## src/rtl/lin_serial_pkg.sv

```systemverilog
// Register map, field positions, reset values and counts for the serial unit.
// Assumes an 8-bit register port and a single 100 MHz clock.
package lin_serial_pkg;
    localparam int ADDR_W = 8;
    localparam int DATA_W = 8;
    localparam int PORT_E_WIDTH = 6;
    localparam int PIN_TXD = 0;
    localparam int PIN_RXD = 1;

    localparam logic [ADDR_W-1:0] ADDR_PORT_E = 8'h08;
    localparam logic [ADDR_W-1:0] ADDR_PORT_E_DIR = 8'h0c;
    localparam logic [ADDR_W-1:0] ADDR_CTRL_ONE = 8'h13;
    localparam logic [ADDR_W-1:0] ADDR_CTRL_TWO = 8'h14;
    localparam logic [ADDR_W-1:0] ADDR_STATUS = 8'h16;
    localparam logic [ADDR_W-1:0] ADDR_MASK = 8'h17;
    localparam logic [ADDR_W-1:0] ADDR_DATA = 8'h18;
    localparam logic [ADDR_W-1:0] ADDR_BAUD = 8'h19;
    localparam logic [ADDR_W-1:0] ADDR_FINE = 8'h1a;

    // serial_control_one, bit 7 down to bit 0.
    localparam int C1_LOOP = 7;
    localparam int C1_ENABLE = 6;
    localparam int C1_TX_INVERT = 5;
    localparam int C1_LEN9 = 4;
    localparam int C1_WAKE = 3;
    localparam int C1_IDLE_LINE_TYPE = 2;
    localparam int C1_PEN = 1;
    localparam int C1_PTY = 0;

    // serial_control_two.
    localparam int C2_TX_BIT8 = 7;
    localparam int C2_RX_BIT8 = 6;
    localparam int C2_TX_ON = 3;
    localparam int C2_RX_ON = 2;
    localparam int C2_SEND_BREAK = 1;
    localparam int C2_SRC_SEL = 0;

    // baud_rate_select.
    localparam int BR_LIN_BREAK_TX_ENABLE = 7;
    localparam int BR_LIN_BREAK_RX_ENABLE = 6;
    localparam int BR_PRESC_HI = 5;
    localparam int BR_PRESC_LO = 4;
    localparam int BR_DIV_HI = 2;

    // Status and mask layout.
    localparam int ST_TX_EMPTY = 7;
    localparam int ST_TX_DONE = 6;
    localparam int ST_RX_FULL = 5;
    localparam int ST_PARITY = 4;
    localparam int ST_FRAME = 3;
    localparam int ST_BREAK = 2;
    localparam logic [DATA_W-1:0] TX_STATUS_BITS = 8'hc0;

    localparam logic [DATA_W-1:0] RESET_CTRL = 8'h00;
    localparam logic [DATA_W-1:0] RESET_STATUS = 8'hc0;

    localparam logic [3:0] PRESC_DIV_0 = 4'h1;
    localparam logic [3:0] PRESC_DIV_1 = 4'h3;
    localparam logic [3:0] PRESC_DIV_2 = 4'h4;
    localparam logic [3:0] PRESC_DIV_3 = 4'hd;

    localparam logic [3:0] TICK_LAST = 4'hf;
    localparam logic [3:0] TICK_HALF = 4'h7;
    localparam logic [3:0] FRAME_BITS_8 = 4'ha;
    localparam logic [3:0] FRAME_BITS_9 = 4'hb;
    localparam logic [3:0] RX_SAMPLES_8 = 4'h9;
    localparam logic [3:0] RX_SAMPLES_9 = 4'ha;
    localparam logic [3:0] BRK_RX_NORMAL = 4'ha;
    localparam logic [3:0] BRK_RX_LIN = 4'hb;
    localparam logic [3:0] BRK_TX_NORMAL = 4'ha;
    localparam logic [3:0] BRK_TX_LIN = 4'hd;

    typedef enum logic {TX_IDLE, TX_SEND} tx_state_t;
    typedef enum logic [1:0] {RX_IDLE, RX_START, RX_DATA} rx_state_t;
endpackage : lin_serial_pkg

```

## src/rtl/lin_serial_unit.sv

```systemverilog
// Serial unit with LIN break logic, baud generator and the shared port E pins.
// Assumes synchronous pin inputs, one clock and a one-cycle register port.
//
// Contract
// - Loop mode feeds transmitter into receiver.
// - Enable runs unit; disable sets transmit flags.
// - Inversion flips every transmitted level.
// - Length bit picks 8 or 9 bits.
// - Control one layout fixed, reset clears it.
// - Disabled unit releases pins to the port.
// - Direction selects latch or pin on read.
// - Six port latches, untouched by reset.
// - LIN receive break needs 11 or 12 lows.
// - LIN transmit break is 13 or 14 bits.
// - Without LIN bits, behave as plain serial.
// - Prescaler divisor 1, 3, 4 or 13.
// - Baud divisor is two to the code.
// - One baud rate serves both directions.
// - Baud clock source is selectable.
`timescale 1ns/1ns
module lin_serial_unit (
    input wire logic i_mclk,
    input wire logic i_srst,
    input wire logic [lin_serial_pkg::ADDR_W-1:0] i_addr,
    input wire logic [lin_serial_pkg::DATA_W-1:0] i_wdata,
    input wire logic i_wr,
    input wire logic i_rd,
    output logic [lin_serial_pkg::DATA_W-1:0] o_rdata,
    output logic o_irq,
    input wire logic i_baud_src_tick,
    input wire logic [lin_serial_pkg::PORT_E_WIDTH-1:0] i_pe_in,
    output logic [lin_serial_pkg::PORT_E_WIDTH-1:0] o_pe_out,
    output logic [lin_serial_pkg::PORT_E_WIDTH-1:0] o_pe_oe
);
    import lin_serial_pkg::*;

    logic [DATA_W-1:0] ctrl_one;
    logic [DATA_W-1:0] ctrl_two;
    logic [DATA_W-1:0] baud_rate_select;
    logic [DATA_W-1:0] fine_prescaler_reg;
    logic [DATA_W-1:0] status;
    logic [DATA_W-1:0] mask;
    logic [PORT_E_WIDTH-1:0] port_e_pin_data;
    logic [PORT_E_WIDTH-1:0] port_e_direction;
    logic [8:0] tx_hold;
    logic hold_valid;
    logic [8:0] rx_buf;
    logic [20:0] baud_cnt;
    logic [20:0] baud_total;
    logic baud_tick;
    tx_state_t tx_state;
    logic [10:0] tx_shift;
    logic [3:0] tx_left;
    logic [3:0] tx_phase;
    logic tx_is_brk;
    logic tx_raw;
    logic tx_end;
    rx_state_t rx_state;
    logic [9:0] rx_shift;
    logic [9:0] next_rx_shift;
    logic [3:0] rx_phase;
    logic [3:0] rx_cnt;
    logic rx_line;
    logic rx_finish;
    logic [7:0] low_ticks;
    logic [DATA_W-1:0] set_vec;
    logic [DATA_W-1:0] w1c;
    logic enable;
    logic nine;

    function automatic logic [3:0] presc_div(input logic [1:0] code);
        case (code)
            2'b00: presc_div = PRESC_DIV_0;
            2'b01: presc_div = PRESC_DIV_1;
            2'b10: presc_div = PRESC_DIV_2;
            default: presc_div = PRESC_DIV_3;
        endcase
    endfunction : presc_div

    function automatic logic [3:0] brk_tx_len(input logic lin_break_tx_enable, input logic len9);
        brk_tx_len = (lin_break_tx_enable ? BRK_TX_LIN : BRK_TX_NORMAL) + {3'b000, len9};
    endfunction : brk_tx_len

    function automatic logic [7:0] brk_rx_ticks(input logic lin_break_rx_enable, input logic len9);
        logic [3:0] bits;
        bits = (lin_break_rx_enable ? BRK_RX_LIN : BRK_RX_NORMAL) + {3'b000, len9};
        brk_rx_ticks = {bits - 4'h1, TICK_LAST};
    endfunction : brk_rx_ticks

    function automatic logic [10:0] frame_of(input logic [8:0] d, input logic len9,
                                             input logic parity_enable, input logic parity_type);
        logic [8:0] v;
        logic p;
        v = len9 ? d : {1'b1, d[7:0]};
        p = (len9 ? ^d[7:0] : ^d[6:0]) ^ parity_type;
        if (parity_enable && len9) begin
            v[8] = p;
        end else if (parity_enable) begin
            v[7] = p;
        end
        frame_of = {1'b1, v, 1'b0};
    endfunction : frame_of

    assign enable = ctrl_one[C1_ENABLE];
    assign nine = ctrl_one[C1_LEN9];
    assign w1c = (i_wr && i_addr == ADDR_STATUS) ? i_wdata : '0;

    always_ff @(posedge i_mclk) begin
        if (i_srst) begin
            ctrl_one <= RESET_CTRL;
            baud_rate_select <= RESET_CTRL;
            fine_prescaler_reg <= RESET_CTRL;
            mask <= RESET_CTRL;
            port_e_direction <= '0;
        end else if (i_wr) begin
            case (i_addr)
                ADDR_CTRL_ONE: ctrl_one <= i_wdata;
                ADDR_BAUD: baud_rate_select <= i_wdata;
                ADDR_FINE: fine_prescaler_reg <= i_wdata;
                ADDR_MASK: mask <= i_wdata;
                ADDR_PORT_E_DIR: port_e_direction <= i_wdata[PORT_E_WIDTH-1:0];
                default: ;
            endcase
        end
    end

    // The port latches keep their contents across reset on purpose.
    always_ff @(posedge i_mclk) begin
        if (i_wr && i_addr == ADDR_PORT_E) begin
            port_e_pin_data <= i_wdata[PORT_E_WIDTH-1:0];
        end
    end

    always_ff @(posedge i_mclk) begin
        if (i_srst) begin
            ctrl_two <= RESET_CTRL;
        end else begin
            if (i_wr && i_addr == ADDR_CTRL_TWO) begin
                ctrl_two[C2_TX_BIT8] <= i_wdata[C2_TX_BIT8];
                ctrl_two[C2_TX_ON] <= i_wdata[C2_TX_ON];
                ctrl_two[C2_RX_ON] <= i_wdata[C2_RX_ON];
                ctrl_two[C2_SRC_SEL] <= i_wdata[C2_SRC_SEL];
            end
            // A break request stays pending until the transmitter takes it.
            if (i_wr && i_addr == ADDR_CTRL_TWO && i_wdata[C2_SEND_BREAK]) begin
                ctrl_two[C2_SEND_BREAK] <= 1'b1;
            end else if (tx_state == TX_IDLE && ctrl_two[C2_TX_ON] && enable) begin
                ctrl_two[C2_SEND_BREAK] <= 1'b0;
            end
            if (rx_finish) begin
                ctrl_two[C2_RX_BIT8] <= next_rx_shift[8];
            end
        end
    end

    always_comb begin
        baud_total = 21'(presc_div(baud_rate_select[BR_PRESC_HI:BR_PRESC_LO]))
            * 21'(8'h01 << baud_rate_select[BR_DIV_HI:0])
            * 21'({1'b0, fine_prescaler_reg} + 9'h001);
    end

    // One tick drives both directions, so they never drift apart.
    always_ff @(posedge i_mclk) begin
        if (i_srst || !enable) begin
            baud_cnt <= '0;
        end else if (ctrl_two[C2_SRC_SEL] ? i_baud_src_tick : 1'b1) begin
            baud_cnt <= baud_tick ? '0 : baud_cnt + 21'h000001;
        end
    end
    assign baud_tick = enable && (ctrl_two[C2_SRC_SEL] ? i_baud_src_tick : 1'b1)
        && baud_cnt >= baud_total - 21'h000001;

    always_ff @(posedge i_mclk) begin
        if (i_srst) begin
            hold_valid <= 1'b0;
            tx_hold <= '0;
        end else if (i_wr && i_addr == ADDR_DATA) begin
            hold_valid <= 1'b1;
            tx_hold <= {ctrl_two[C2_TX_BIT8], i_wdata};
        end else if (tx_state == TX_IDLE && ctrl_two[C2_TX_ON] && enable
                     && !ctrl_two[C2_SEND_BREAK]) begin
            hold_valid <= 1'b0;
        end
    end

    assign tx_end = tx_state == TX_SEND && baud_tick && tx_phase == TICK_LAST
        && tx_left == 4'h1;

    always_ff @(posedge i_mclk) begin
        if (i_srst || !enable) begin
            tx_state <= TX_IDLE;
            tx_shift <= '1;
            tx_left <= '0;
            tx_phase <= '0;
            tx_is_brk <= 1'b0;
        end else begin
            case (tx_state)
                TX_IDLE: begin
                    tx_phase <= '0;
                    if (ctrl_two[C2_TX_ON] && ctrl_two[C2_SEND_BREAK]) begin
                        tx_state <= TX_SEND;
                        tx_shift <= '0;
                        tx_left <= brk_tx_len(baud_rate_select[BR_LIN_BREAK_TX_ENABLE], nine);
                        tx_is_brk <= 1'b1;
                    end else if (ctrl_two[C2_TX_ON] && hold_valid) begin
                        tx_state <= TX_SEND;
                        tx_shift <= frame_of(tx_hold, nine, ctrl_one[C1_PEN],
                                             ctrl_one[C1_PTY]);
                        tx_left <= nine ? FRAME_BITS_9 : FRAME_BITS_8;
                        tx_is_brk <= 1'b0;
                    end
                end
                TX_SEND: begin
                    if (baud_tick) begin
                        tx_phase <= tx_phase + 4'h1;
                        if (tx_phase == TICK_LAST) begin
                            tx_shift <= {!tx_is_brk, tx_shift[10:1]};
                            tx_left <= tx_left - 4'h1;
                            if (tx_left == 4'h1) begin
                                tx_state <= TX_IDLE;
                            end
                        end
                    end
                end
                default: tx_state <= TX_IDLE;
            endcase
        end
    end
    assign tx_raw = tx_state == TX_SEND ? tx_shift[0] : 1'b1;

    assign rx_line = ctrl_one[C1_LOOP] ? tx_raw : i_pe_in[PIN_RXD];
    assign next_rx_shift = {rx_line, rx_shift[9:1]};
    assign rx_finish = rx_state == RX_DATA && baud_tick && rx_phase == TICK_LAST
        && rx_cnt == (nine ? RX_SAMPLES_9 : RX_SAMPLES_8) - 4'h1;

    always_ff @(posedge i_mclk) begin
        if (i_srst || !enable || !ctrl_two[C2_RX_ON]) begin
            rx_state <= RX_IDLE;
            rx_phase <= '0;
            rx_cnt <= '0;
            rx_shift <= '0;
        end else if (baud_tick) begin
            case (rx_state)
                RX_IDLE: begin
                    rx_phase <= '0;
                    if (!rx_line) begin
                        rx_state <= RX_START;
                    end
                end
                RX_START: begin
                    rx_phase <= rx_phase + 4'h1;
                    if (rx_phase == TICK_HALF) begin
                        rx_state <= rx_line ? RX_IDLE : RX_DATA;
                        rx_phase <= '0;
                        rx_cnt <= '0;
                    end
                end
                RX_DATA: begin
                    rx_phase <= rx_phase + 4'h1;
                    if (rx_phase == TICK_LAST) begin
                        rx_shift <= next_rx_shift;
                        rx_cnt <= rx_cnt + 4'h1;
                        if (rx_finish) begin
                            rx_state <= RX_IDLE;
                        end
                    end
                end
                default: rx_state <= RX_IDLE;
            endcase
        end
    end

    always_ff @(posedge i_mclk) begin
        if (i_srst) begin
            rx_buf <= '0;
        end else if (rx_finish) begin
            rx_buf <= nine ? next_rx_shift[8:0] : {1'b0, next_rx_shift[8:1]};
        end
    end

    // Low time is measured on its own so a break longer than a frame is seen.
    always_ff @(posedge i_mclk) begin
        if (i_srst || !enable || rx_line) begin
            low_ticks <= '0;
        end else if (baud_tick && low_ticks != 8'hff) begin
            low_ticks <= low_ticks + 8'h01;
        end
    end

    always_comb begin
        set_vec = '0;
        set_vec[ST_TX_EMPTY] = !enable || (tx_state == TX_IDLE && hold_valid
            && ctrl_two[C2_TX_ON] && !ctrl_two[C2_SEND_BREAK]);
        set_vec[ST_TX_DONE] = !enable || (tx_end && !hold_valid);
        set_vec[ST_RX_FULL] = rx_finish;
        set_vec[ST_FRAME] = rx_finish && !rx_line;
        set_vec[ST_PARITY] = rx_finish && ctrl_one[C1_PEN]
            && ((nine ? ^next_rx_shift[8:0] : ^next_rx_shift[8:1]) ^ ctrl_one[C1_PTY]);
        set_vec[ST_BREAK] = baud_tick && !rx_line && ctrl_two[C2_RX_ON]
            && low_ticks == brk_rx_ticks(baud_rate_select[BR_LIN_BREAK_RX_ENABLE], nine);
    end

    // Hardware sets win over a write-one clear in the same cycle.
    always_ff @(posedge i_mclk) begin
        if (i_srst) begin
            status <= RESET_STATUS;
        end else begin
            status <= (status & ~w1c & ~((i_wr && i_addr == ADDR_DATA) ?
                TX_STATUS_BITS : 8'h00)) | set_vec;
        end
    end

    // Transmit interrupts are gated off while the unit is disabled.
    always_ff @(posedge i_mclk) begin
        if (i_srst) begin
            o_irq <= 1'b0;
        end else begin
            o_irq <= |(status & mask & (enable ? 8'hff : ~TX_STATUS_BITS));
        end
    end

    always_ff @(posedge i_mclk) begin
        if (i_srst) begin
            o_rdata <= '0;
        end else if (i_rd) begin
            case (i_addr)
                ADDR_CTRL_ONE: o_rdata <= ctrl_one;
                ADDR_CTRL_TWO: o_rdata <= ctrl_two;
                ADDR_STATUS: o_rdata <= status;
                ADDR_MASK: o_rdata <= mask;
                ADDR_DATA: o_rdata <= rx_buf[7:0];
                ADDR_BAUD: o_rdata <= baud_rate_select;
                ADDR_FINE: o_rdata <= fine_prescaler_reg;
                ADDR_PORT_E_DIR: o_rdata <= {2'b00, port_e_direction};
                ADDR_PORT_E: o_rdata <= {2'b00, (port_e_direction & port_e_pin_data)
                    | (~port_e_direction & i_pe_in)};
                default: o_rdata <= '0;
            endcase
        end else begin
            o_rdata <= '0;
        end
    end

    always_comb begin
        o_pe_oe = port_e_direction;
        o_pe_out = port_e_direction & port_e_pin_data;
        if (enable) begin
            o_pe_oe[PIN_TXD] = 1'b1;
            o_pe_oe[PIN_RXD] = 1'b0;
            o_pe_out[PIN_TXD] = tx_raw ^ ctrl_one[C1_TX_INVERT];
            o_pe_out[PIN_RXD] = 1'b0;
        end
    end

    logic [20:0] gap;
    logic gap_ok;
    always_ff @(posedge i_mclk) begin
        if (i_srst || !enable || (i_wr && (i_addr == ADDR_BAUD || i_addr == ADDR_FINE
            || i_addr == ADDR_CTRL_TWO))) begin
            gap <= '0;
            gap_ok <= 1'b0;
        end else begin
            gap <= baud_tick ? '0 : gap + 21'h000001;
            gap_ok <= gap_ok || baud_tick;
        end
    end
endmodule : lin_serial_unit

```

## config.mk

```make
export PLATFORM = sky130hd
export DESIGN_NAME = lin_serial_unit
export DESIGN_NICKNAME = d
export VERILOG_FILES = /design/src/rtl/lin_serial_pkg.sv /design/src/rtl/lin_serial_unit.sv
export SDC_FILE = /design/constraint.sdc
export NUM_CORES = 1
export LEC_CHECK = 0
export BUFFER_PORTS_ARGS = -buffer_cell sky130_fd_sc_hd__buf_4
export CAP_MARGIN = 20
export CELL_PAD_IN_SITES_DETAIL_PLACEMENT = 0
export CELL_PAD_IN_SITES_GLOBAL_PLACEMENT = 1
export CORE_MARGIN = 2
export CORE_UTILIZATION = 49
export DETAILED_ROUTE_END_ITERATION = 8
export HOLD_SLACK_MARGIN = 0.08
export PLACE_DENSITY_LB_ADDON = 0.25
export REMOVE_ABC_BUFFERS = 1
export SYNTH_ARGS = -nofsm -noshare
export SYNTH_HDL_FRONTEND = slang
export SYNTH_SLANG_ARGS = --single-unit
```

## constraint.sdc

```tcl
create_clock -name i_mclk -period 10.6 [get_ports i_mclk]
set_input_delay 0.53 -clock i_mclk [delete_from_list [all_inputs] [get_ports i_mclk]]
set_output_delay 0.53 -clock i_mclk [all_outputs]
set_load 0.1 [all_outputs]
```

==> out/results.tsv <==
stage	metric	value	unit
clocking	Clk Latency, worst-skew pair	0.42	ns
clocking	clock sinks	154	
synthesis	top-area cell type share of the netlist area	22.9	%
placed_design	PortBufs	47	
route	Via-to-Cell Ratio	5.65	
min_path	Hold Path Class	input pin to flop	
setup_path	crit path capture type	flop	
sta	final-report hold violation count	0	
synthesis	Synth Instances	1521	
route	drt wl/cell	17.0	um
clocking	clock root buffer	clkbuf_16	
synthesis	Yosys reg bits	154	
setup_path	Worst Path Buf+Inv	3	
setup_path	r2r startpoint	baud_rate_select[0]	
setup_path	critical path required time	10.94	ns
synthesis	Main synth FF type	dfxtp_1	
global_routing	first-pass GRT wire length	54.1	mm
global_routing	initial antenna violation count	0	
pwr	Logic pwr share	4.6	%
setup_path	slowest CP cell	fa_1	
route	DRT Pass-1 Iters	5	
pwr	VDD IR-drop max	0.0812	mV
synthesis	Post-synth EDFFs	6	
pwr	sequential power share	47.5	%
route	met3 wire length	1.19	mm
setup_path	Worst R2R Setup Slack	0.65	ns
final_layout	# diodes	0	
synthesis	register area share after synthesis	24.3	%
synthesis	area leader, netlist	dfxtp_1	
final_layout	Sequential Area	3140	um^2
clocking	CTS H-tree depth	4	
synthesis	Yosys cell types	79	
final_layout	P&R area growth vs syn	9.70	%
sta	Max Fclk	100	MHz
final_layout	filler instances	2504	
status	status	complete, no violations	
final_layout	largest registers	baud_cnt x21, tx_shift x11	
die	site row count	59	
clocking	TritonCTS buffer count	17	
route	# DRC	0	
clocking	Hold-fix buffers, CTS	0	
clocking	CTS tree	yes	
sta	Max transition margin	35.2	%
setup_path	WS Path Type	flop to flop	
sta	post-layout min period	9.95	ns
final_layout	area of the multi-input gates	9030	um^2
setup_path	crit path DAT	10.29	ns
pwr	internal power	0.928	mW
final_layout	nets	1768	
pwr	NetSw	0.300	mW
placed_design	routability congestion estimate	0.845	
min_path	Worst Hold Endpoint	port_e_pin_data[0]	
route	via count	10674	
sta	Worst-Margin Slew	0.968	ns
placed_design	Post-DP HPWL	24.4	mm
synthesis	Post-Syn Area	12900	um^2
die	Die Footprint	27700	um^2
synthesis	YS warnings	0	
final_layout	Core Util, Final	54.6	%
route	total wire length	32.1	mm
global_routing	GRT Total Usage	23.7	%
sta	part of the cycle the worst path needs	93.9	%
pwr	Sw Share	24.4	%
synthesis	Async S/R FF share, synth	0	%
route	DR iter-0 viols	613	
route	Detail Route Antenna Nets	0	
min_path	Worst Hold Launch	i_wdata[0]	
synthesis	most numerous cell in the Yosys netlist	nand2_1	
sta	Slew Viols, Final	0	
setup_path	critical path depth	33	
pwr	Clk network pwr share	47.9	%
sta	Hold Slack	0.396	ns
setup_path	most frequent cell on the critical path	fa_1	
sta	# setup viols final	0	
setup_path	Setup crit start kind	flop	
final_layout	share of layout cells above drive strength 1	8.31	%
die	IO Pins	48	
synthesis	commonest cells in the netlist	nand2_1 (186), nor2_1 (161), dfxtp_1 (148)	
clocking	clock slew at reported path FFs	0.07	ns
final_layout	largest register by flop count	baud_cnt	
setup_path	CP max stage delay	0.54	ns
die	Die Span Y	166	um
pwr	Pwr Density	86.6	nW/um^2
sta	Layout Skew	0.0191	ns
setup_path	r2r endpoint	low_ticks[5]	
global_routing	largest net degree at the start of global routing	69	
global_routing	vias in the first global route	10663	
pwr	P_leak	5.86	nW
setup_path	CP Max Fanout	15	
pwr	Final Power	1.23	mW
die	die width	166	um
synthesis	main area contributors after synthesis	dfxtp_1 (23%), fa_1 (14%), ha_1 (10%)	
route	top sig layer	met4	
final_layout	max reg flops	21	
clocking	CTS Buffer Depth	2	
synthesis	Mapped Avg Cell Area	8.50	um^2
die	core area	26000	um^2
setup_path	cells on worst reg2reg path	33	
run	maxcap violations	0	
route	met1 wire length	14.2	mm
setup_path	crit-path leading delay family	adder cells	
global_routing	total gr overflow	0	
die	initial core utilization	49.7	%
route	met2 WL post-DR	16.1	mm
min_path	hold path depth	1	
## cell usage in the layout (no fill, tap or decap), types with 15 or more instances in the layout
cell       instances
dfxtp_1          147
a21o_1            15
clkbuf_16         18
nand3_1           44
nor3_1            25
o21ai_0           26
xor2_1            29
nand4_1           16
nor2_1           161
and3_1            17
nand2_1          186
fa_1              93
a21oi_1           71
xnor2_1           52
inv_1            134
nand2b_1          21
and2_1            20
buf_4             67
a221oi_1          16
mux2i_1           76
nor2b_1           20
ha_1             108
## how the worst max path moves through the flow
stage | startpoint | endpoint | slack, ns
after floorplan | baud_rate_select[2] | baud_cnt[0] | 0.57
after global placement | baud_rate_select[0] | rx_shift[9] | 0.50
after detailed placement | baud_rate_select[0] | rx_shift[9] | 0.26
after CTS | baud_rate_select[0] | rx_shift[9] | 0.22
after global routing | baud_rate_select[0] | low_ticks[5] | -0.01
final | baud_rate_select[0] | low_ticks[5] | 0.65
## power by group through the flow
stage / sequential (mW) / combinational, mW / clock, mW
floorplan: 0.596 / 0.0245 / 0
global placement: 0.596 / 0.0552 / 0
detailed placement: 0.596 / 0.0555 / 0
CTS: 0.582 / 0.0558 / 0.601
global route: 0.582 / 0.0616 / 0.620
finish: 0.583 / 0.0569 / 0.588
## metal layers
layer	up-vias	GRT usage [%]
met4	0	6.48
li1	5216	-
met5	-	0
met3	39	2.88
met1	5169	31.1
met2	250	41.4
## worst reg2reg max path, delay by kind of cell, from the launching register on
family / cells / cell delay [ns]
AOI/OAI and AO/OA: 10 / 2.29
xor gates and xnor gates: 2 / 0.37
buffers and inverters: 3 / 0.45
DFF: 1 / 0.42
and+or+nand+nor: 8 / 1.85
adders and majority gates: 10 / 4.49
## layout make-up
class	count	share of cell area (%)
well taps	335	2.96
repair buffers	68	3.60
clock buffers	22	3.35
multi-input cells	1162	63.7
flip-flops and latches	154	22.2
clock inverters	10	0.618
inverters	137	3.63
## timing repair
item,4_1_cts,5_1_grt
endpoints found under the setup margin,0,77
setup buffers,0,1
resized for setup,0,12
## cell families (layout without fill, tap and decap cells)
logic type / Yosys count / in the layout / share of synthesized area [%]
simple gates: 567 / 567 / 20.8
mux: 78 / 78 / 6.06
compound gates: 234 / 234 / 12.2
buf+inv: 205 / 237 / 6.22
fa+ha+maj: 201 / 201 / 24.9
flops: 154 / 154 / 24.3
xor+xnor: 82 / 82 / 5.56
## stage by stage
step | area, um^2 | std cells | setup slack, ns | setup TNS [ns]
final | 14200 | 1888 | 0.649 | 0
after global routing | 14200 | 1888 | -0.0106 | -0.0106
after CTS | 14100 | 1886 | 0.219 | 0
after detailed placement | 13500 | 1854 | 0.262 | 0
after global placement | 13500 | 1854 | 0.503 | 0
after floorplan | 12600 | 1453 | 0.570 | 0
Note: power is estimated with default switching activity, not from simulation.
